**config.mk**
```make
export PLATFORM = sky130hd
export DESIGN_NAME = clk_ctrl
export DESIGN_NICKNAME = d
export VERILOG_FILES = /design/src/hw/clk_ctrl_pkg.sv /design/src/hw/clk_ctrl.sv /design/src/hw/pow2_divider.sv /design/src/hw/wait_counter.sv
export SDC_FILE = /design/constraint.sdc
export NUM_CORES = 1
export LEC_CHECK = 0
export BUFFER_PORTS_ARGS = -buffer_cell sky130_fd_sc_hd__buf_4
export CORE_AREA = 2 2 136 138
export DETAILED_ROUTE_END_ITERATION = 16
export DIE_AREA = 0 0 138 140
export PLACE_DENSITY = 0.8
export RECOVER_POWER = 100
export SLEW_MARGIN = 20
export SYNTH_ARGS = -nofsm -noshare
export SYNTH_HDL_FRONTEND = slang
export SYNTH_HIERARCHICAL = 1
export SYNTH_SLANG_ARGS = --single-unit
```
**constraint.sdc**
```tcl
create_clock -name clock -period 4.8 [get_ports clock]
set_clock_uncertainty 0.2 [all_clocks]
set_input_delay 0.48 -clock clock [delete_from_list [all_inputs] [get_ports clock]]
set_output_delay 0.48 -clock clock [all_outputs]
set_load 0.01 [all_outputs]
```
**src/hw/clk_ctrl_pkg.sv**
```systemverilog
// Constants, register map and state codes for the clock controller.
// Assumes a 32-bit APB master and a 200 MHz system clock.
package clk_ctrl_pkg;

    ////////////////////////////////////////////////////////////////////////
    localparam int ADDR_W = 8;
    localparam int DATA_W = 32;
    localparam logic [7:0] OFS_SCER = 8'h00;
    localparam logic [7:0] OFS_SCDR = 8'h04;
    localparam logic [7:0] OFS_SCSR = 8'h08;
    localparam logic [7:0] OFS_MOR = 8'h20;
    localparam logic [7:0] OFS_MCFR = 8'h24;
    localparam logic [7:0] OFS_PLLA = 8'h28;
    localparam logic [7:0] OFS_PLLB = 8'h2c;
    localparam logic [7:0] OFS_MCKR = 8'h30;
    localparam logic [7:0] OFS_IER = 8'h60;
    localparam logic [7:0] OFS_IDR = 8'h64;
    localparam logic [7:0] OFS_SR = 8'h68;
    localparam logic [7:0] OFS_IMR = 8'h6c;

    ////////////////////////////////////////////////////////////////////////
    localparam int MOR_EN_BIT = 0;
    localparam int MOR_BYP_BIT = 1;
    localparam int MOR_CNT_LSB = 8;
    localparam int OSC_CNT_W = 8;
    localparam int PLL_DIV_LSB = 0;
    localparam int DIV_W = 8;
    localparam int PLL_CNT_LSB = 8;
    localparam int LOCK_CNT_W = 6;
    localparam int PLL_GAIN_LSB = 16;
    localparam int GAIN_W = 11;
    localparam int MCKR_SRC_LSB = 0;
    localparam int MCKR_SCALE_LSB = 2;
    localparam int MCKR_RATIO_LSB = 8;
    localparam int MCFR_CNT_W = 16;
    localparam int MCFR_RDY_BIT = 16;
    localparam int SR_STABLE = 0;
    localparam int SR_LOCK_A = 1;
    localparam int SR_LOCK_B = 2;
    localparam int SR_MASTER_RDY = 3;
    localparam int SR_W = 4;
    localparam int SCSR_CPU_BIT = 0;

    ////////////////////////////////////////////////////////////////////////
    localparam logic [1:0] SRC_SLOW = 2'h0;
    localparam logic [1:0] SRC_MAIN = 2'h1;
    localparam logic [1:0] SRC_PLLA = 2'h2;
    localparam logic [1:0] SRC_PLLB = 2'h3;
    localparam logic [1:0] SRC_RST = SRC_SLOW;
    localparam logic [2:0] SCALE_RST = 3'h0;
    localparam logic [1:0] RATIO_RST = 2'h0;
    localparam logic [DIV_W-1:0] DIV_RST = 8'h00;
    localparam logic [GAIN_W-1:0] GAIN_RST = 11'h000;
    localparam logic [SR_W-1:0] IMR_RST = 4'h0;

    ////////////////////////////////////////////////////////////////////////
    localparam logic [2:0] OSC_TICK_LOG2 = 3'h3;
    localparam logic [4:0] MEAS_PERIODS = 5'h10;
    localparam int OSC_MAX_STARTUP_MS = 62;

    typedef enum logic [3:0] {
        MEAS_IDLE = 4'b0001,
        MEAS_WAIT = 4'b0010,
        MEAS_RUN = 4'b0100,
        MEAS_DONE = 4'b1000
    } meas_state_type;

endpackage

```
**src/hw/clk_ctrl.sv**
```systemverilog
// Oscillator, PLL and master clock control with an APB register file.
// Assumes slow_clk and main_osc_clk are asynchronous and the PLL ticks synchronous, all
// far slower than clock; generated clocks leave as one-cycle enables.
//
// Behaviour
// - After reset the oscillator is off and the slow clock is selected.
// - Clearing the oscillator enable clears the stable flag at once.
// - Enable write clears stable, counts down once per eight slow cycles.
// - The startup count field is eight bits, about 62 ms at most.
// - Counter at zero sets stable; masked interrupt may follow.
// - Frequency counting starts at the slow rise after stable.
// - Sixteenth slow fall stops counting and sets the ready flag.
// - Each PLL input divider takes values 1 to 255.
// - Divide value zero holds divider and PLL low; resets to zero.
// - PLL output equals source times gain plus one over divide.
// - Gain zero turns the PLL off; nonzero turns it on if divide is nonzero.
// - Re-enable or parameter change clears lock and reloads counter.
// - Lock counter counts slow cycles; zero sets lock, may interrupt.
// - Master clock source is selectable, prescaled by 1 to 64.
// - Master clock is divided down from the processor clock.
// - Master clock register write clears ready until clock settles.
// - Processor clock on after reset, disable register stops it.
// - Enabled fast or normal interrupt restarts the processor clock.
// - Clock stops only after the current instruction completes.
//
// Decided for this implementation: register access over APB and the address map.
`timescale 1ns/1ps
module clk_ctrl
    import clk_ctrl_pkg::*;
(
    input wire logic clock,
    input wire logic srst,
    input wire logic psel,
    input wire logic penable,
    input wire logic pwrite,
    input wire logic [clk_ctrl_pkg::ADDR_W-1:0] paddr,
    input wire logic [clk_ctrl_pkg::DATA_W-1:0] pwdata,
    output logic [clk_ctrl_pkg::DATA_W-1:0] prdata,
    output logic pready,
    output logic pslverr,
    input wire logic slow_clk,
    input wire logic main_osc_clk,
    input wire logic pll_a_clk,
    input wire logic pll_b_clk,
    input wire logic fiq_req,
    input wire logic irq_req,
    input wire logic instr_done,
    output logic osc_enable_bit,
    output logic osc_bypass_bit,
    output logic [clk_ctrl_pkg::DIV_W-1:0] pll_a_div,
    output logic [clk_ctrl_pkg::GAIN_W-1:0] pll_a_gain,
    output logic pll_a_run,
    output logic [clk_ctrl_pkg::DIV_W-1:0] pll_b_div,
    output logic [clk_ctrl_pkg::GAIN_W-1:0] pll_b_gain,
    output logic pll_b_run,
    output logic master_clk_en,
    output logic cpu_clk_en,
    output logic pmc_irq
);
    import clk_ctrl_pkg::*;

    ////////////////////////////////////////////////////////////////////////
    // Input synchronisers and edge detection.
    logic slow_s1_ff, slow_s2_ff, slow_s3_ff;
    logic main_s1_ff, main_s2_ff, main_s3_ff;
    logic slow_rise, slow_fall, main_rise;

    always_ff @(posedge clock) begin
        if (srst) begin
            slow_s1_ff <= 1'b0;
            slow_s2_ff <= 1'b0;
            slow_s3_ff <= 1'b0;
            main_s1_ff <= 1'b0;
            main_s2_ff <= 1'b0;
            main_s3_ff <= 1'b0;
        end else begin
            slow_s1_ff <= slow_clk;
            slow_s2_ff <= slow_s1_ff;
            slow_s3_ff <= slow_s2_ff;
            main_s1_ff <= main_osc_clk;
            main_s2_ff <= main_s1_ff;
            main_s3_ff <= main_s2_ff;
        end
    end

    assign slow_rise = slow_s2_ff & ~slow_s3_ff;
    assign slow_fall = ~slow_s2_ff & slow_s3_ff;
    assign main_rise = main_s2_ff & ~main_s3_ff;

    ////////////////////////////////////////////////////////////////////////
    // APB decode.
    logic wr_en, setup;
    logic sel_scer, sel_scdr, sel_scsr, sel_mor, sel_mcfr;
    logic sel_plla, sel_pllb, sel_mckr, sel_ier, sel_idr, sel_sr, sel_imr;
    logic addr_hit;
    logic [DATA_W-1:0] rd_word;
    logic [DATA_W-1:0] prdata_ff;

    assign sel_scer = (paddr == OFS_SCER);
    assign sel_scdr = (paddr == OFS_SCDR);
    assign sel_scsr = (paddr == OFS_SCSR);
    assign sel_mor = (paddr == OFS_MOR);
    assign sel_mcfr = (paddr == OFS_MCFR);
    assign sel_plla = (paddr == OFS_PLLA);
    assign sel_pllb = (paddr == OFS_PLLB);
    assign sel_mckr = (paddr == OFS_MCKR);
    assign sel_ier = (paddr == OFS_IER);
    assign sel_idr = (paddr == OFS_IDR);
    assign sel_sr = (paddr == OFS_SR);
    assign sel_imr = (paddr == OFS_IMR);
    assign addr_hit = sel_scer | sel_scdr | sel_scsr | sel_mor | sel_mcfr
        | sel_plla | sel_pllb | sel_mckr | sel_ier | sel_idr | sel_sr
        | sel_imr;
    assign setup = psel & ~penable;
    assign wr_en = psel & penable & pwrite & addr_hit;
    assign pready = 1'b1;
    assign pslverr = psel & penable & ~addr_hit;
    assign prdata = prdata_ff;

    ////////////////////////////////////////////////////////////////////////
    // Main oscillator control.
    logic osc_en_ff, osc_byp_ff;
    logic [OSC_CNT_W-1:0] osc_cnt_ff;
    logic osc_write, osc_start, osc_tick, osc_stable;

    assign osc_write = wr_en & sel_mor;
    assign osc_start = osc_write & pwdata[MOR_EN_BIT];
    assign osc_enable_bit = osc_en_ff;
    assign osc_bypass_bit = osc_byp_ff;

    always_ff @(posedge clock) begin
        if (srst) begin
            osc_en_ff <= 1'b0;
            osc_byp_ff <= 1'b0;
            osc_cnt_ff <= '0;
        end else if (osc_write) begin
            osc_en_ff <= pwdata[MOR_EN_BIT];
            osc_byp_ff <= pwdata[MOR_BYP_BIT];
            osc_cnt_ff <= pwdata[MOR_CNT_LSB +: OSC_CNT_W];
        end
    end

    pow2_divider #(.CNT_W(3)) u_osc_div (
        .clock(clock),
        .srst(srst),
        .tick(slow_rise),
        .log2_ratio(OSC_TICK_LOG2),
        .tick_out(osc_tick)
    );

    wait_counter #(.CNT_W(OSC_CNT_W)) u_osc_wait (
        .clock(clock),
        .srst(srst),
        .run(osc_en_ff | osc_start),
        .load(osc_start),
        .load_value(pwdata[MOR_CNT_LSB +: OSC_CNT_W]),
        .tick(osc_tick),
        .done(osc_stable)
    );

    ////////////////////////////////////////////////////////////////////////
    // Main clock frequency measurement.
    meas_state_type meas_ff, nxt_meas;
    logic [MCFR_CNT_W-1:0] meas_cnt_ff;
    logic [4:0] fall_cnt_ff;

    always_comb begin
        nxt_meas = meas_ff;
        unique case (meas_ff)
            MEAS_IDLE: if (osc_stable) nxt_meas = MEAS_WAIT;
            MEAS_WAIT: if (slow_rise) nxt_meas = MEAS_RUN;
            MEAS_RUN: if (slow_fall && fall_cnt_ff == MEAS_PERIODS - 1'b1)
                nxt_meas = MEAS_DONE;
            MEAS_DONE: nxt_meas = MEAS_DONE;
        endcase
        if (!osc_stable) begin
            nxt_meas = MEAS_IDLE;
        end
    end

    always_ff @(posedge clock) begin
        if (srst) begin
            meas_ff <= MEAS_IDLE;
            meas_cnt_ff <= '0;
            fall_cnt_ff <= '0;
        end else begin
            meas_ff <= nxt_meas;
            if (meas_ff == MEAS_IDLE) begin
                meas_cnt_ff <= '0;
                fall_cnt_ff <= '0;
            end else if (meas_ff == MEAS_RUN) begin
                if (main_rise) begin
                    meas_cnt_ff <= meas_cnt_ff + 1'b1;
                end
                if (slow_fall) begin
                    fall_cnt_ff <= fall_cnt_ff + 1'b1;
                end
            end
        end
    end

    ////////////////////////////////////////////////////////////////////////
    // Input dividers and PLLs, one slice per PLL.
    logic [DIV_W-1:0] div_ff [2];
    logic [GAIN_W-1:0] gain_ff [2];
    logic [LOCK_CNT_W-1:0] lock_cnt_ff [2];
    logic [1:0] pll_run, pll_locked, pll_tick;
    logic [DATA_W-1:0] pll_word [2];

    assign pll_tick = {pll_b_clk, pll_a_clk};

    for (genvar i = 0; i < 2; i++) begin : g_pll
        logic pll_write, pll_change;
        logic [DIV_W-1:0] wr_div;
        logic [GAIN_W-1:0] wr_gain;

        assign pll_write = wr_en & ((i == 0) ? sel_plla : sel_pllb);
        assign wr_div = pwdata[PLL_DIV_LSB +: DIV_W];
        assign wr_gain = pwdata[PLL_GAIN_LSB +: GAIN_W];
        assign pll_change = pll_write
            & ((wr_div != div_ff[i]) | (wr_gain != gain_ff[i])
               | (pwdata[PLL_CNT_LSB +: LOCK_CNT_W] != lock_cnt_ff[i]));
        assign pll_run[i] = (div_ff[i] != '0) & (gain_ff[i] != '0);
        assign pll_word[i] = {{(DATA_W - PLL_GAIN_LSB - GAIN_W){1'b0}},
            gain_ff[i], {(PLL_GAIN_LSB - PLL_CNT_LSB - LOCK_CNT_W){1'b0}},
            lock_cnt_ff[i], div_ff[i]};

        always_ff @(posedge clock) begin
            if (srst) begin
                div_ff[i] <= DIV_RST;
                gain_ff[i] <= GAIN_RST;
                lock_cnt_ff[i] <= '0;
            end else if (pll_write) begin
                div_ff[i] <= wr_div;
                gain_ff[i] <= wr_gain;
                lock_cnt_ff[i] <= pwdata[PLL_CNT_LSB +: LOCK_CNT_W];
            end
        end

        wait_counter #(.CNT_W(LOCK_CNT_W)) u_lock (
            .clock(clock),
            .srst(srst),
            .run(pll_run[i] | pll_change),
            .load(pll_change),
            .load_value(pwdata[PLL_CNT_LSB +: LOCK_CNT_W]),
            .tick(slow_rise),
            .done(pll_locked[i])
        );
    end

    assign pll_a_div = div_ff[0];
    assign pll_a_gain = gain_ff[0];
    assign pll_a_run = pll_run[0];
    assign pll_b_div = div_ff[1];
    assign pll_b_gain = gain_ff[1];
    assign pll_b_run = pll_run[1];

    ////////////////////////////////////////////////////////////////////////
    // Master clock selection, prescaler and divider.
    logic [1:0] src_sel_ff;
    logic [2:0] scale_ff;
    logic [1:0] ratio_ff;
    logic mst_wait_ff;
    logic mckr_write, src_tick, cpu_tick, mst_tick;
    logic [2:0] ratio_log2;

    assign mckr_write = wr_en & sel_mckr;

    assign src_tick = (src_sel_ff == SRC_SLOW) ? slow_rise
        : (src_sel_ff == SRC_MAIN) ? (main_rise & osc_stable)
        : (src_sel_ff == SRC_PLLA) ? (pll_tick[0] & pll_locked[0])
        : (pll_tick[1] & pll_locked[1]);
    // Ratio code 3 is treated as 4 so that no code leaves the clock stuck.
    assign ratio_log2 = (ratio_ff == 2'h0) ? 3'h0
        : (ratio_ff == 2'h1) ? 3'h1 : 3'h2;

    always_ff @(posedge clock) begin
        if (srst) begin
            src_sel_ff <= SRC_RST;
            scale_ff <= SCALE_RST;
            ratio_ff <= RATIO_RST;
        end else if (mckr_write) begin
            src_sel_ff <= pwdata[MCKR_SRC_LSB +: 2];
            scale_ff <= pwdata[MCKR_SCALE_LSB +: 3];
            ratio_ff <= pwdata[MCKR_RATIO_LSB +: 2];
        end
    end

    pow2_divider #(.CNT_W(6)) u_scale (
        .clock(clock),
        .srst(srst),
        .tick(src_tick),
        .log2_ratio(scale_ff),
        .tick_out(cpu_tick)
    );

    pow2_divider #(.CNT_W(2)) u_ratio (
        .clock(clock),
        .srst(srst),
        .tick(cpu_tick),
        .log2_ratio(ratio_log2),
        .tick_out(mst_tick)
    );

    always_ff @(posedge clock) begin
        if (srst) begin
            mst_wait_ff <= 1'b0;
        end else if (mckr_write) begin
            mst_wait_ff <= 1'b1;
        end else if (mst_tick) begin
            mst_wait_ff <= 1'b0;
        end
    end

    assign master_clk_en = mst_tick;

    ////////////////////////////////////////////////////////////////////////
    // Processor clock gating for idle mode.
    logic cpu_on_ff, stop_pend_ff, wake;

    assign wake = fiq_req | irq_req;

    always_ff @(posedge clock) begin
        if (srst) begin
            cpu_on_ff <= 1'b1;
            stop_pend_ff <= 1'b0;
        end else if (wake || (wr_en && sel_scer && pwdata[SCSR_CPU_BIT])) begin
            cpu_on_ff <= 1'b1;
            stop_pend_ff <= 1'b0;
        end else if (wr_en && sel_scdr && pwdata[SCSR_CPU_BIT]) begin
            stop_pend_ff <= 1'b1;
        end else if (stop_pend_ff && instr_done) begin
            cpu_on_ff <= 1'b0;
            stop_pend_ff <= 1'b0;
        end
    end

    assign cpu_clk_en = cpu_tick & cpu_on_ff;

    ////////////////////////////////////////////////////////////////////////
    // Status, mask and read data.
    logic [SR_W-1:0] status, imr_ff;

    assign status = {~mst_wait_ff, pll_locked[1], pll_locked[0],
        osc_stable};

    always_ff @(posedge clock) begin
        if (srst) begin
            imr_ff <= IMR_RST;
        end else if (wr_en && sel_ier) begin
            imr_ff <= imr_ff | pwdata[SR_W-1:0];
        end else if (wr_en && sel_idr) begin
            imr_ff <= imr_ff & ~pwdata[SR_W-1:0];
        end
    end

    assign pmc_irq = |(status & imr_ff);

    assign rd_word = sel_scsr ? {{(DATA_W - 1){1'b0}}, cpu_on_ff}
        : sel_mor ? {{(DATA_W - MOR_CNT_LSB - OSC_CNT_W){1'b0}}, osc_cnt_ff,
            6'h00, osc_byp_ff, osc_en_ff}
        : sel_mcfr ? {{(DATA_W - MCFR_RDY_BIT - 1){1'b0}},
            meas_ff == MEAS_DONE, meas_cnt_ff}
        : sel_plla ? pll_word[0]
        : sel_pllb ? pll_word[1]
        : sel_mckr ? {{(DATA_W - 10){1'b0}}, ratio_ff, 3'h0, scale_ff,
            src_sel_ff}
        : sel_sr ? {{(DATA_W - SR_W){1'b0}}, status}
        : sel_imr ? {{(DATA_W - SR_W){1'b0}}, imr_ff}
        : '0;

    // Read data is caught in the setup cycle so it comes from a flop.
    always_ff @(posedge clock) begin
        if (srst) begin
            prdata_ff <= '0;
        end else if (setup && !pwrite) begin
            prdata_ff <= rd_word;
        end
    end
endmodule // clk_ctrl

```
**src/hw/pow2_divider.sv**
```systemverilog
// Divides a stream of one-cycle ticks by a power of two.
// Assumes tick is a one-cycle pulse in the system clock domain.
`timescale 1ns/1ps
module pow2_divider #(
    parameter int CNT_W = 6
) (
    input wire logic clock,
    input wire logic srst,
    input wire logic tick,
    input wire logic [2:0] log2_ratio,
    output logic tick_out
);
    logic [CNT_W-1:0] cnt_ff;
    logic [CNT_W-1:0] mask;

    // Ratio 1 lets every tick through; the count only matters above it.
    assign mask = CNT_W'((1 << log2_ratio) - 1);
    assign tick_out = tick & ((cnt_ff & mask) == mask);

    always_ff @(posedge clock) begin
        if (srst) begin
            cnt_ff <= '0;
        end else if (tick) begin
            cnt_ff <= cnt_ff + 1'b1;
        end
    end
endmodule // pow2_divider

```
**src/hw/wait_counter.sv**
```systemverilog
// Loadable down counter that raises a done flag after a tick count.
// Assumes load and tick are one-cycle pulses on the system clock.
`timescale 1ns/1ps
module wait_counter #(
    parameter int CNT_W = 8
) (
    input wire logic clock,
    input wire logic srst,
    input wire logic run,
    input wire logic load,
    input wire logic [CNT_W-1:0] load_value,
    input wire logic tick,
    output logic done
);
    logic [CNT_W-1:0] cnt_ff;
    logic armed_ff;
    logic done_ff;

    assign done = done_ff;

    // A value of N sets done on the Nth tick; zero sets it on the first.
    always_ff @(posedge clock) begin
        if (srst || !run) begin
            cnt_ff <= '0;
            armed_ff <= 1'b0;
            done_ff <= 1'b0;
        end else if (load) begin
            cnt_ff <= load_value;
            armed_ff <= 1'b1;
            done_ff <= 1'b0;
        end else if (armed_ff && tick) begin
            if (cnt_ff <= CNT_W'(1)) begin
                cnt_ff <= '0;
                armed_ff <= 1'b0;
                done_ff <= 1'b1;
            end else begin
                cnt_ff <= cnt_ff - 1'b1;
            end
        end
    end
endmodule // wait_counter

```
# Yosys cells after proc, flatten, opt, wreduce, memory -nomap -nowiden
# Memory sizes are Yosys's and may differ from the RTL's.
# Index checks and enable logic that the tools add are counted.
# totals
mem_count,3
ramBits,50
in_bits,52
wordCells,250
out_inout_bits,79
mem_bits_ro,0
register_bits,124
latch_bits,0
# memory_table
name,words,width,rd,rd_clocked_by_memory_dff,write_ports,line_no,text
gain_ff,2,11,2,0,2,clk_ctrl.sv:205,logic [GAIN_W-1:0] gain_ff [2];
div_ff,2,8,2,0,2,clk_ctrl.sv:204,logic [DIV_W-1:0] div_ff [2];
lock_cnt_ff,2,6,2,0,2,clk_ctrl.sv:206,logic [LOCK_CNT_W-1:0] lock_cnt_ff [2];
# op_classes
mul,0
magnitude_cmp,3
add_sub_neg,10
n_reduce_logical,53
eq_ne,30
n_shift,2
bitwise,63
div_mod_pow,0
n_mux,54
# op_table
operator,n
2-to-1 mux 27 bit,5
2-to-1 mux 6 bit,8
"equality test 8 x 6 -> 1 bit, second input constant",5
2-to-1 mux 8 bit,5
"equality test 8 x 7 -> 1 bit, second input constant",4
OR 1 bit,25
bitwise AND 1 bit,24
2-to-1 mux 1 bit,24
2-to-1 mux 4 bit,6
2-to-1 mux 11 bit,2
!= test 11 bit,2
nonzero test 11 bit,2
AND reduction 2 bit,10
nonzero test 2 bit,9
"adder 16 x 1 -> 16 bit, second input constant",1
!= test 8 bit,2
case mux 4 bit (4 select lines),1
nonzero test 8 bit,2
"<= comparator 6 x 1 -> 1 bit, second input constant",2
logical AND 1 bit,12
!= test 6 bit,2
OR reduction 2 bit,6
"subtractor 6 x 1 -> 6 bit, second input constant",2
2-to-1 mux 10 bit,1
36 further kinds,53

# Depth between registers and ports, before layout
# Gate-level depths: netlist (run 1).
# depth
depth_word,19
depth_mapped,11
depth_no_buf,9

# Hierarchy
# Netlist (run 1), hierarchy kept.
# modules_own_cells
module,seq_area_each_um2,cells_each,area_each_um2,n_inst
clk_ctrl,3143.0,675,6677.7,1
wait_counter at g_pll[0].u_lock ...,160.2,53,431.7,2
wait_counter at u_osc_wait,200.2,77,604.3,1
pow2_divider at u_scale,120.1,36,311.5,1
pow2_divider at u_osc_div,60.1,21,190.2,1
pow2_divider at u_ratio,40.0,12,92.6,1

# Worst setup path before layout (run 1)
# OpenSTA, ideal clock, no wires.
# synth_timing
path_type,input to register
start,input port paddr[6] in the netlist's numbering
end,register g_pll[1].u_lock.armed_ff
path_slack_ns,2.037
t_arrival_ns,2.489
required_time_ns,4.526
setup_ns,0.074
stages,11
n_path_buf,3
path_cell_list,buf_6 nor4b_4 buf_6 and4_1 buf_6 nand2_4 a31oi_1 or2_1 nor2b_1 o21ai_0 a31oi_1
# synth_between
elab_chain_len,18
word_cells_on_any_way,33
classes_between,eq/ne: 11; mux: 1; bitwise: 15; reduce/logical: 6
# synth_lines
item,line_no,text
"start, declared",clk_ctrl.sv:36,"input wire logic [clk_ctrl_pkg::ADDR_W-1:0] paddr,"
equality test 8 x 3 -> 1 bit / logical NOT 8 bit (equally long branches),"clk_ctrl.sv:100, clk_ctrl.sv:99",
OR 1 bit (4 in a row),clk_ctrl.sv:111,assign addr_hit = sel_scer | sel_scdr | sel_scsr | sel_mor | sel_mcfr
OR 1 bit (6 in a row),clk_ctrl.sv:112,| sel_plla | sel_pllb | sel_mckr | sel_ier | sel_idr | sel_sr
OR 1 bit,clk_ctrl.sv:113,| sel_imr;
bitwise AND 1 bit,clk_ctrl.sv:115,assign wr_en = psel & penable & pwrite & addr_hit;
bitwise AND 1 bit *,clk_ctrl.sv:217,assign pll_write = wr_en & ((i == 0) ? sel_plla : sel_pllb);
bitwise AND 1 bit *,clk_ctrl.sv:221,& ((wr_div != div_ff[i]) | (wr_gain != gain_ff[i])
via g_pll[1].pll_change,clk_ctrl.sv:213,"logic pll_write, pll_change;"
OR 1 bit,clk_ctrl.sv:243,".run(pll_run[i] | pll_change),"
logical NOT 1 bit,wait_counter.sv:23,if (srst || !run) begin
logical OR 1 bit,wait_counter.sv:23,
"end signal, assigned",wait_counter.sv:25,armed_ff <= 1'b0;
"end signal, assigned",wait_counter.sv:29,armed_ff <= 1'b1;
"end signal, assigned",wait_counter.sv:34,armed_ff <= 1'b0;
"end, declared",wait_counter.sv:16,logic armed_ff;
# Mark *: on every way through the listed nets, which the timed path passes. The rest lies on a longest branch.
# A chain may end at the register's enable or synchronous reset.

# Worst setup path after layout (run 1)
# layout_timing
start,input port paddr[3] in the netlist's numbering
end,register g_pll[0].u_lock.armed_ff
# layout_between
elab_chain_len,18
word_cells_on_any_way,33
classes_between,eq/ne: 11; mux: 1; bitwise: 15; reduce/logical: 6
# layout_lines
item,line_no
equality test 8 x 3 -> 1 bit / logical NOT 8 bit (equally long branches),"clk_ctrl.sv:100, clk_ctrl.sv:99"
OR 1 bit (4 in a row),clk_ctrl.sv:111
OR 1 bit (6 in a row),clk_ctrl.sv:112
OR 1 bit,clk_ctrl.sv:113
bitwise AND 1 bit,clk_ctrl.sv:115
bitwise AND 1 bit *,clk_ctrl.sv:217
bitwise AND 1 bit *,clk_ctrl.sv:221
via g_pll[0].pll_change,clk_ctrl.sv:213
OR 1 bit,clk_ctrl.sv:243
logical NOT 1 bit,wait_counter.sv:23
logical OR 1 bit,wait_counter.sv:23
"end signal, assigned",wait_counter.sv:25
"end signal, assigned",wait_counter.sv:29
"end signal, assigned",wait_counter.sv:34
"end, declared",wait_counter.sv:16
# Marks and branches as above.

==> results of run 1 <==
[cell usage after synthesis, drive strengths merged, types with 3 or more instances]
| library cell | instances | area share |
|---|---|---|
| a211oi | 3 | 0.0031 |
| a21oi | 53 | 0.030 |
| a221oi | 4 | 0.0047 |
| a222oi | 3 | 0.0034 |
| a22o | 12 | 0.012 |
| a22oi | 18 | 0.015 |
| a311oi | 7 | 0.0070 |
| a31oi | 15 | 0.011 |
| a32oi | 3 | 0.0030 |
| and2 | 53 | 0.038 |
| and3 | 11 | 0.0079 |
| and3b | 3 | 0.0033 |
| buf | 24 | 0.020 |
| clkbuf | 26 | 0.011 |
| dfxtp | 119 | 0.27 |
| edfxtp | 50 | 0.17 |
| ha | 12 | 0.017 |
| inv | 27 | 0.012 |
| mux2i | 29 | 0.033 |
| mux4 | 4 | 0.010 |
| nand2 | 60 | 0.027 |
| nand2b | 5 | 0.0036 |
| nand3 | 20 | 0.011 |
| nand3b | 5 | 0.0043 |
| nand4 | 19 | 0.014 |
| nor2 | 94 | 0.043 |
| nor2b | 20 | 0.014 |
| nor3 | 19 | 0.011 |
| nor3b | 3 | 0.0031 |
| nor4 | 23 | 0.019 |
| nor4b | 4 | 0.0074 |
| o21a | 5 | 0.0043 |
| o21ai | 43 | 0.025 |
| o22ai | 3 | 0.0021 |
| o2bb2ai | 3 | 0.0030 |
| o31ai | 4 | 0.0034 |
| o41ai | 3 | 0.0030 |
| or2 | 3 | 0.0021 |
| or3 | 18 | 0.014 |
| xnor2 | 51 | 0.051 |
| xor2 | 22 | 0.022 |
[layer usage]
layer / wire [um] / GRT usage / up-vias
met5: 0 / 0 / -
met4: 821 / 0.111 / 0
met3: 2230 / 0.0496 / 59
met2: 11900 / 0.405 / 383
met1: 10300 / 0.345 / 3628
li1: - / - / 3548
[layout by cell type (no fill, tap or decap), drive strengths merged, types with 4 or more instances in the layout]
master and count:
mux4 4, ha 12, a21oi 53, nand2 60, nor3 19, clkbuf 97
a311oi 7, buf 49, a31oi 15, nand3b 5, dfxtp 119, clkinv 6
nor2b 20, a22oi 18, nand3 20, o21a 5, nand4 19, nand2b 5
a221oi 4, mux2i 29, inv 30, nor2 94, nor4b 4, edfxtp 50
xor2 22, xnor2 51, o31ai 4, a22o 12, o21ai 43, and3 11
nor4 23, conb 16, and2 53, or3 18
[logic make-up (layout without fill, tap and decap cells)]
| group | after synthesis | count (layout) | synth area share |
|---|---|---|---|
| AND/OR/NAND/NOR | 368 | 368 | 0.233 |
| AO/OA/AOI/OAI | 191 | 191 | 0.142 |
| flip-flops | 169 | 169 | 0.444 |
| buffers and inverters | 77 | 185 | 0.0428 |
| XOR/XNOR | 73 | 73 | 0.0732 |
| multiplexers | 35 | 35 | 0.0461 |
| adder cells (fa/ha/maj) | 12 | 12 | 0.0172 |
| other | 2 | 16 | 0.000859 |
[worst register-to-register path, cell delays in order (launching register included)]
cell and delay, ns:
dfxtp_1 0.34, nand2b_1 0.26, inv_1 0.45, o21ai_0 0.22, a221oi_2 0.31, nand2_1 0.30, or3_2 0.52, a211o_1 0.26
a21oi_1 0.14
[final cells by class]
| cell class | count | share of cell area |
|---|---|---|
| well taps | 229 | 0.0286 |
| flip-flops and latches | 169 | 0.388 |
| clock inverters | 12 | 0.0139 |
| multi-input cells | 695 | 0.448 |
| repair buffers | 126 | 0.0657 |
| clock buffers | 20 | 0.0457 |
| inverters | 27 | 0.0101 |
[power breakdown]
group / total (mW) / switching, mW / leakage, nW / internal [mW]
Clock: 1.39 / 0.595 / 0.291 / 0.800
Combinational: 0.223 / 0.139 / 1.81 / 0.0837
Sequential: 1.53 / 0.0396 / 1.43 / 1.50
[final timing paths]
path | to | cells past startpoint | slack (ns)
worst max-delay path | g_pll[0].u_lock/armed_ff | 10 | 0.82
worst min-delay path | cpu_on_ff | 3 | 0.03
worst min register to register | main_s2_ff | 1 | 0.26
worst max register to register | u_osc_wait/cnt_ff[3] | 8 | 1.72
[registers in the layout, summed over array words and instances (netlist names), 5 cells and up, named ones only]
register	flops
div_ff	16
u_osc_wait/cnt_ff	8
prdata	27
meas_cnt_ff	16
osc_cnt_ff	8
u_scale/cnt_ff	6
fall_cnt_ff	5
lock_cnt_ff	12
gain_ff	22
g_pll.u_lock/cnt_ff	12
==> results.json, run 1 <==
{
  "total_leakage_power_nw": 3.53,
  "cts_made_buffers": 17,
  "register_area_um2": 3880,
  "ctsResizeCount": 0,
  "cp_slowest_cell": "a41oi_1",
  "final.period_utilization": 0.830,
  "final_layout_size_suffix_gt1_frac": 0.0982,
  "wire_per_inst_um": 19.8,
  "grt_remaining_overflow": 0,
  "timing.setup.critical_path_class": "in2reg",
  "violations_in_the_final_reports": "max-capacitance violations, max-slew violations",
  "port_buffers": 119,
  "critical_path.max_fanout": 16,
  "crit_path_max_incr_delay_ns": 0.70,
  "core_region_area_um2": 17800,
  "power_mw": 3.15,
  "final_core_utilization": 0.563,
  "detailed_place_hpwl_um": 17900,
  "drtPass1Iterations": 5,
  "crit_chain": "clkbuf_1 > nor2b_1 > and3_1 > buf_4 > nand2_1 > a41oi_1 > or2_2 > nor2b_1 > o21ai_0 > a31oi_1",
  "setup.worst_path.start_class": "input pin",
  "drc_errors": 0,
  "drt_wl_total_um": 25300,
  "ctsLongestPathBuffers": 2,
  "worstPathArrival_ns": 4.14,
  "synth_area_um2": 8740,
  "synth-edff-count": 50,
  "fin_worst_hold_slack_ns": 0.0263,
  "ys_warn_count": 6,
  "placed_cells_incl_taps": 1246,
  "finalInstanceArea_um2": 10000,
  "design.final.nets": 1100,
  "synthCells": 927,
  "grt.total_usage": 0.257,
  "hold_buffers": 0,
  "worst_setup_path_startpoint": "paddr[3]",
  "multiInputGateArea_um2": 4480,
  "dp_worst_setup_slack_ns": 1.20,
  "max_cap_viol_count": 1,
  "synth-main-ff-cell": "dfxtp_1",
  "worst_slew_pin_slew_ns": 1.50,
  "hold_start": "fiq_req",
  "syn_to_final_growth_pct": 14.4,
  "critical_path.most_common_cell": "nor2b_1",
  "effective_utilization_at_floorplan": 0.492,
  "final.setup.tns_ns": 0,
  "path_delay_family": "simple AND/OR/NAND/NOR gates",
  "routed-via-count": 7618,
  "clock.fmax_ghz": 0.251,
  "synthesis.area_per_instance_um2": 9.43,
  "cts.repair_timing.setup_buffer_count": 0,
  "power.density_cell_area_nw_per_um2": 315,
  "worst_endpoint_required_time_ns": 4.95,
  "max-slew-margin-rel": -0.00330,
  "antennaDiodeCount": 0,
  "die_w_um": 138,
  "hold_viol_final": 0,
  "critical_path.reg2reg.startpoint": "slow_s3_ff",
  "clock_tree_from_tritoncts": "yes",
  "gp_routability_congestion": 0.886,
  "nFillCells": 1662,
  "final.setup.worst_slack_ns": 0.816,
  "report.final.setup_viol": 0,
  "synth_seq_area_share": 0.444,
  "grt_max_degree": 77,
  "ctsHtreeMaxLevel": 4,
  "cts_num_sinks": 169,
  "clk_root_buffer_cell": "clkbuf_16",
  "report.final.slew_viol_count": 1,
  "dieHeight_um": 140,
  "first_iter_violations": 791,
  "vdd_drop_max_mv": 0.274,
  "final_standard_cell_count_with_taps_included_and_fillers_excluded": 1278,
  "clkTransAtPathRegs_ns": 0.07,
  "grt_first_pass_wirelength_um": 38800,
  "hold_class": "in2reg",
  "design.die.area_um2": 19300,
  "detail-route-antenna-nets": 0,
  "finalWorstPathRequiredPeriod_ns": 3.98,
  "grt_setup_unrepaired": "no",
  "worst_skew_pair.late_latency_ns": 0.44,
  "setup.worst_path.end_class": "flop",
  "timing.critical_path.buf_inv": 2,
  "result_of_the_run": "finished with violations",
  "number_of_antenna_violations_at_the_first_check_in_global_routing": 0,
  "vias_per_cell": 5.96,
  "placement.cell_area_um2": 9760,
  "top_level_ports": 131,
  "postSynth.asyncResetShare": 0,
  "yosys_register_bits": 169,
  "first_global_vias": 6980,
  "number_of_standard_cell_rows_in_the_floorplan": 49,
  "ys_types": 78
}
No activity file was read; power rests on OpenSTA's default activity.
==> run 2, diff against run 1 <==
- ABC_AREA: default -> 1
- CORE_AREA: 2 2 136 138 -> 2 2 140 142
- DIE_AREA: 0 0 138 140 -> 0 0 142 144
- clock period: 4.8 -> 3.8 ns (I/O delays scaled with it)
==> run 2 against run 1 <==
  * The run still ends with max-capacitance violations, max-slew violations left
  * Via count is 17% higher
  * Wire length is 2.8% higher
  * Sequential cell count stayed put
  * Setup slack worse by 0.49 ns
  * Largest cell class unchanged
  * Die area is 5.8% higher
  * Count of clock-buffer cells in the layout is 2 lower
  * Core utilization is 0.15 points higher
  * Global-route usage is 0.18 points lower
  * Synthesized cell count is 40% higher
==> results.json, run 2 <==
{
  "die_w_um": 142,
  "detail-route-antenna-nets": 0,
  "wire_per_inst_um": 15.6,
  "worst_slew_pin_slew_ns": 2.77,
  "report.final.setup_viol": 0,
  "design.die.area_um2": 20400,
  "max-slew-margin-rel": -0.847,
  "final_layout_size_suffix_gt1_frac": 0.0983,
  "synthesis.area_per_instance_um2": 7.20,
  "grt_first_pass_wirelength_um": 40700,
  "grt_remaining_overflow": 0,
  "synthCells": 1298,
  "worstPathArrival_ns": 3.31,
  "ctsHtreeMaxLevel": 4,
  "netlist_top_cells_area": "dfxtp_1 25%, edfxtp_1 16%, nand2_1 13%, inv_1 7.4%, nor2_1 6.2%",
  "final_core_utilization": 0.564,
  "max_cap_viol_count": 1,
  "dieHeight_um": 144,
  "design.final.nets": 1485,
  "grt_max_degree": 60,
  "worst_endpoint_required_time_ns": 3.64,
  "top_level_ports": 131,
  "result_of_the_run": "finished with violations",
  "cts.repair_timing.setup_buffer_count": 0,
  "gp_routability_congestion": 0.900,
  "ys_types": 53,
  "final_common_cell": "nand2_1",
  "drc_errors": 0,
  "final_standard_cell_count_with_taps_included_and_fillers_excluded": 1672,
  "timing.setup.critical_path_class": "in2reg",
  "yosys_register_bits": 169,
  "routed-via-count": 8911,
  "hold_start": "fiq_req",
  "synth_area_um2": 9350,
  "clock.fmax_ghz": 0.288,
  "vdd_drop_max_mv": 0.359,
  "layout.cells.most_common_list": "327 x nand2_1, 184 x inv_1, 160 x nor2_1",
  "sequentialPowerShare": 0.474,
  "power.density_cell_area_nw_per_um2": 378,
  "worst_skew_pair.late_latency_ns": 0.44,
  "finalWorstPathRequiredPeriod_ns": 3.47,
  "synth_top_cells_by_count": "323 x nand2_1, 184 x inv_1, 155 x nor2_1, 119 x dfxtp_1, 91 x a21oi_1",
  "library_cell_occupying_the_most_area_in_the_post_synthesis_netlist": "dfxtp_1",
  "detailed_place_hpwl_um": 18800,
  "port_buffers": 119,
  "netSwitchingPower_mw": 0.995,
  "ctsResizeCount": 0,
  "largest_register_ffs": 27,
  "ys_warn_count": 6,
  "vias_per_cell": 5.33,
  "worst_setup_path_startpoint": "paddr[1]",
  "power_mw": 4.07,
  "synth_seq_area_share": 0.416,
  "setup.worst_path.end_class": "flop",
  "cts_num_sinks": 169,
  "number_of_antenna_violations_at_the_first_check_in_global_routing": 0,
  "critical_path.max_fanout": 25,
  "clk_root_buffer_cell": "clkbuf_16",
  "grt_setup_unrepaired": "no",
  "sw_frac_of_total": 0.245,
  "critical_path.reg2reg.startpoint": "slow_s2_ff",
  "clkTransAtPathRegs_ns": 0.07,
  "total_leakage_power_nw": 4.44,
  "antennaDiodeCount": 0,
  "yosysMostFrequentCell": "nand2_1",
  "violations_in_the_final_reports": "max-capacitance violations, max-slew violations",
  "synth-edff-count": 50,
  "clock_tree_from_tritoncts": "yes",
  "hold_class": "in2reg",
  "report.final.slew_viol_count": 60,
  "ctsLongestPathBuffers": 2,
  "placed_cells_incl_taps": 1638,
  "syn_to_final_growth_pct": 15.2,
  "fin_worst_hold_slack_ns": 0.0349,
  "clkPwrFrac": 0.459,
  "core_region_area_um2": 19100,
  "first_iter_violations": 945,
  "setup.worst_path.start_class": "input pin",
  "number_of_standard_cell_rows_in_the_floorplan": 51,
  "r2r_slack_ns": 1.00,
  "drtPass1Iterations": 7,
  "synth_top_cell_area_share": 0.255,
  "hold_viol_final": 0,
  "cell_internal_pwr_mw": 3.07,
  "cts_made_buffers": 17,
  "effective_utilization_at_floorplan": 0.490,
  "grt.total_usage": 0.255,
  "first_global_vias": 8124,
  "comb_power_share": 0.067,
  "synth-main-ff-cell": "dfxtp_1",
  "final.setup.tns_ns": 0,
  "final.period_utilization": 0.914,
  "postSynth.asyncResetShare": 0,
  "drt_wl_total_um": 26000
}
## run 2: changes by cell type after synthesis, moves of 14 or more
cell / before / now
a21oi_1: 53 / 91
a22oi_1: 18 / 0
a31oi_1: 15 / 1
and2_1: 53 / 1
inv_1: 27 / 184
mux2i_1: 29 / 0
nand2_1: 58 / 323
nand3_1: 20 / 59
nor2_1: 92 / 155
nor2b_1: 20 / 0
or3_1: 15 / 0
xnor2_1: 51 / 18
## run 2: final timing paths
path,cells after the start,end
worst min register to register,2,main_s2_ff
worst max-delay path,13,div_ff[0][1]
worst max register to register,15,mst_wait_ff
worst min-delay path,4,stop_pend_ff
## run 2: metrics by stage
stage / worst slack, ns / area (um2)
floorplan: 0.202 / 9390
finish: 0.326 / 10800
global placement: 0.895 / 10500
detailed placement: 0.887 / 10500
global route: 0.0904 / 10800
CTS: 0.438 / 11100
## run 2: worst max-delay path, stage by stage
cell	delay (ns)
clkbuf_4	0.10
inv_1	0.04
nand2_2	0.11
nor2_1	0.11
nand2_1	0.33
nand2_1	0.09
nor2_1	0.13
nand3_1	0.42
nand2_4	0.24
clkinvlp_2	0.52
nand2_1	0.29
nand2_1	0.08
clkbuf_2	0.46
## run 2: metal layers
metal  vias up  routed length (um)  global-route usage
met1      4084               10900               0.337
met3        50                2160              0.0457
li1       4372                   -                   -
met2       405               12200               0.417
met4         0                 757              0.0984
met5         -                   0                   0
## run 2: layout make-up
cell class | count | area [um2]
well taps | 238 | 298
flip-flops and latches | 169 | 3880
clock inverters | 14 | 180
multi-input cells | 905 | 4500
clock buffers | 18 | 450
inverters | 196 | 737
repair buffers | 132 | 711
fillers | 1798 | 8320
## run 2: timing repair
item	4_1_cts	5_1_grt
setup endpoints to repair	0	0
endpoints found under the hold margin	2	0
hold buffers	2	0
## run 2: power groups by stage
| stage | Clock, mW | Combinational (mW) | Sequential (mW) |
|---|---|---|---|
| floorplan | 0 | 0.136 | 1.96 |
| global placement | 0 | 0.280 | 1.96 |
| finish | 1.87 | 0.272 | 1.93 |
| detailed placement | 0 | 0.283 | 1.97 |
| CTS | 1.88 | 0.288 | 1.93 |
| global route | 1.96 | 0.295 | 1.93 |
## run 2: kinds of logic (layout without fill, tap and decap cells)
family	Yosys count	count (layout)	share of synthesized area
buffers and inverters	235	360	0.102
flip-flops	169	169	0.416
other	2	13	0.000804
AND/OR/NAND/NOR	660	660	0.319
XOR/XNOR	48	48	0.0450
adder cells (fa/ha/maj)	12	12	0.0161
AO/OA/AOI/OAI	172	172	0.101
==> run 3, diff against run 2 <==
- ABC_AREA: 1 -> default
- CORE_AREA: 2 2 140 142 -> 2 2 136 138
- DIE_AREA: 0 0 142 144 -> 0 0 138 140
==> run 3 against run 2 <==
  * Largest power group unchanged
  * Combinational power grew 4%
  * Critical path depth decreased by 8
  * Total power fell by 0.78%
  * The flow still finishes with violations (max-capacitance violations, max-slew violations)
  * First-iteration DRC count fell by 5.2%
  * Count of clock-buffer cells in the layout rose by 3
  * Core utilization rose by 0.37 points
  * Fmax up 1.6%
  * Design area is 6.2% lower
  * Critical endpoint is now cpu_on_ff
==> results.json, run 3 (same netlist as run 1, synthesis figures left out) <==
{
  "antennaDiodeCount": 0,
  "reg2reg_depth": 9,
  "cts_num_sinks": 169,
  "hold_class": "in2reg",
  "final_common_cell": "dfxtp_1",
  "final.setup.tns_ns": 0,
  "clkTransAtPathRegs_ns": 0.06,
  "design.die.area_um2": 19300,
  "r2r_slack_ns": 0.97,
  "detailed_place_hpwl_um": 17800,
  "port_buffers": 119,
  "largest_register_ffs": 27,
  "timing.critical_path.buf_inv": 3,
  "vias_per_cell": 5.95,
  "crit_path_end": "cpu_on_ff",
  "final_core_utilization": 0.568,
  "clock_tree_from_tritoncts": "yes",
  "syn_to_final_growth_pct": 15.5,
  "effective_utilization_at_floorplan": 0.492,
  "total_leakage_power_nw": 3.57,
  "finalWorstPathRequiredPeriod_ns": 3.42,
  "critical_path.reg2reg.startpoint": "slow_s3_ff",
  "first_iter_violations": 896,
  "clock.fmax_ghz": 0.293,
  "grt_max_degree": 53,
  "ctsLongestPathBuffers": 2,
  "final_layout_size_suffix_gt1_frac": 0.101,
  "ctsResizeCount": 0,
  "setup.worst_path.start_class": "input pin",
  "dieHeight_um": 140,
  "top_level_ports": 131,
  "grt_remaining_overflow": 0,
  "ctsHtreeMaxLevel": 4,
  "report.final.slew_viol_count": 79,
  "max_cap_viol_count": 2,
  "detail-route-antenna-nets": 0,
  "vdd_drop_max_mv": 0.338,
  "drtPass1Iterations": 5,
  "crit_path_max_incr_delay_ns": 1.74,
  "grt_first_pass_wirelength_um": 39200,
  "hold_buffers": 4,
  "worst_slew_pin_slew_ns": 2.38,
  "worst_skew_pair.late_latency_ns": 0.43,
  "drc_errors": 0,
  "crit_cells": 5,
  "cts.repair_timing.setup_buffer_count": 0,
  "number_of_antenna_violations_at_the_first_check_in_global_routing": 0,
  "drt_wl_total_um": 24900,
  "gp_routability_congestion": 0.902,
  "worst_setup_path_startpoint": "srst",
  "core_region_area_um2": 17800,
  "timing.setup.critical_path_class": "in2reg",
  "clk_root_buffer_cell": "clkbuf_16",
  "path_delay_family": "buffers and inverters",
  "cts_made_buffers": 17,
  "grt_setup_unrepaired": "no",
  "report.final.setup_viol": 0,
  "routed-via-count": 7661,
  "cp_slowest_cell": "clkbuf_1",
  "design.final.nets": 1109,
  "critical_path.max_fanout": 52,
  "die_w_um": 138,
  "layout.cells.most_common_list": "119 x dfxtp_1, 94 x nor2_1, 83 x clkbuf_1",
  "worst_endpoint_required_time_ns": 3.97,
  "hold_viol_final": 0,
  "critical_path.reg2reg.endpoint": "u_osc_wait/cnt_ff[3]",
  "crit_chain": "clkbuf_2 > clkbuf_1 > nor3_1 > dlygate4sd3_1 > nand2_1",
  "worstPathArrival_ns": 3.59,
  "number_of_standard_cell_rows_in_the_floorplan": 49,
  "setup.worst_path.end_class": "flop",
  "max-slew-margin-rel": -0.585,
  "wire_per_inst_um": 19.4,
  "grt.total_usage": 0.256,
  "final.period_utilization": 0.900,
  "first_global_vias": 7347,
  "violations_in_the_final_reports": "max-capacitance violations, max-slew violations",
  "power.density_cell_area_nw_per_um2": 400,
  "result_of_the_run": "finished with violations"
}
## run 3: changes by cell type in the layout (fill, tap and decap cells not counted), sizes merged, moves of 18 or more
cell,delta
inv,-172
mux2i,+29
nand2,-282
a21oi,-40
nand3,-44
or3,+18
xnor2,+33
a22oi,+18
nor2b,+20
and2,+52
nor2,-82
## run 3: where the power goes
part           internal, mW  switching, mW  total (mW)
clock network          1.09          0.722        1.81
registers              1.89         0.0505        1.94
logic                 0.109          0.174       0.283
## run 3: routing by layer
metal	track usage	wire length [um]	up-vias
li1	-	-	3563
met1	0.333	10200	3627
met2	0.405	11600	390
met3	0.0499	1960	81
met4	0.137	1200	0
met5	0	0	-
## run 3: through the flow
step / power (mW) / setup WS (ns) / std cells / hold slack (ns) / cell area, um2
after floorplan: 2.11 / 1.14 / 941 / 0.214 / 8790
after global placement: 2.27 / 0.838 / 1251 / 0.240 / 9800
after detailed placement: 2.27 / 0.760 / 1251 / 0.244 / 9800
after CTS: 4.07 / 0.518 / 1287 / 0.00420 / 10500
after global routing: 4.14 / 0.103 / 1287 / 0.0328 / 10100
final: 4.03 / 0.382 / 1287 / 0.0167 / 10100
## run 3: tightest hold or removal path: cells and delay by family
family	cells	cell delay, ns
buf+inv	1	0.10
simple gates	1	0.07
mux	1	0.06
## run 3: how the worst min path moves through the flow
stage | startpoint | endpoint | slack, ns | cells past startpoint
floorplan | main_s1_ff | main_s2_ff | 0.21 | 1
finish | pwdata[14] | osc_cnt_ff[6] | 0.02 | 3
detailed placement | main_s2_ff | main_s3_ff | 0.24 | 1
CTS | pwdata[14] | osc_cnt_ff[6] | 0.004 | 3
global placement | main_s2_ff | main_s3_ff | 0.24 | 1
global route | irq_req | stop_pend_ff | 0.03 | 3
## run 3: area by class of cell
cell class	count	area, um2
inverter	27	101
clock buffer	21	472
fill	1592	7680
clock inverter	11	141
sequential	169	3880
multi-input combinational	695	4490
tap	229	287
timing repair buffer	135	717
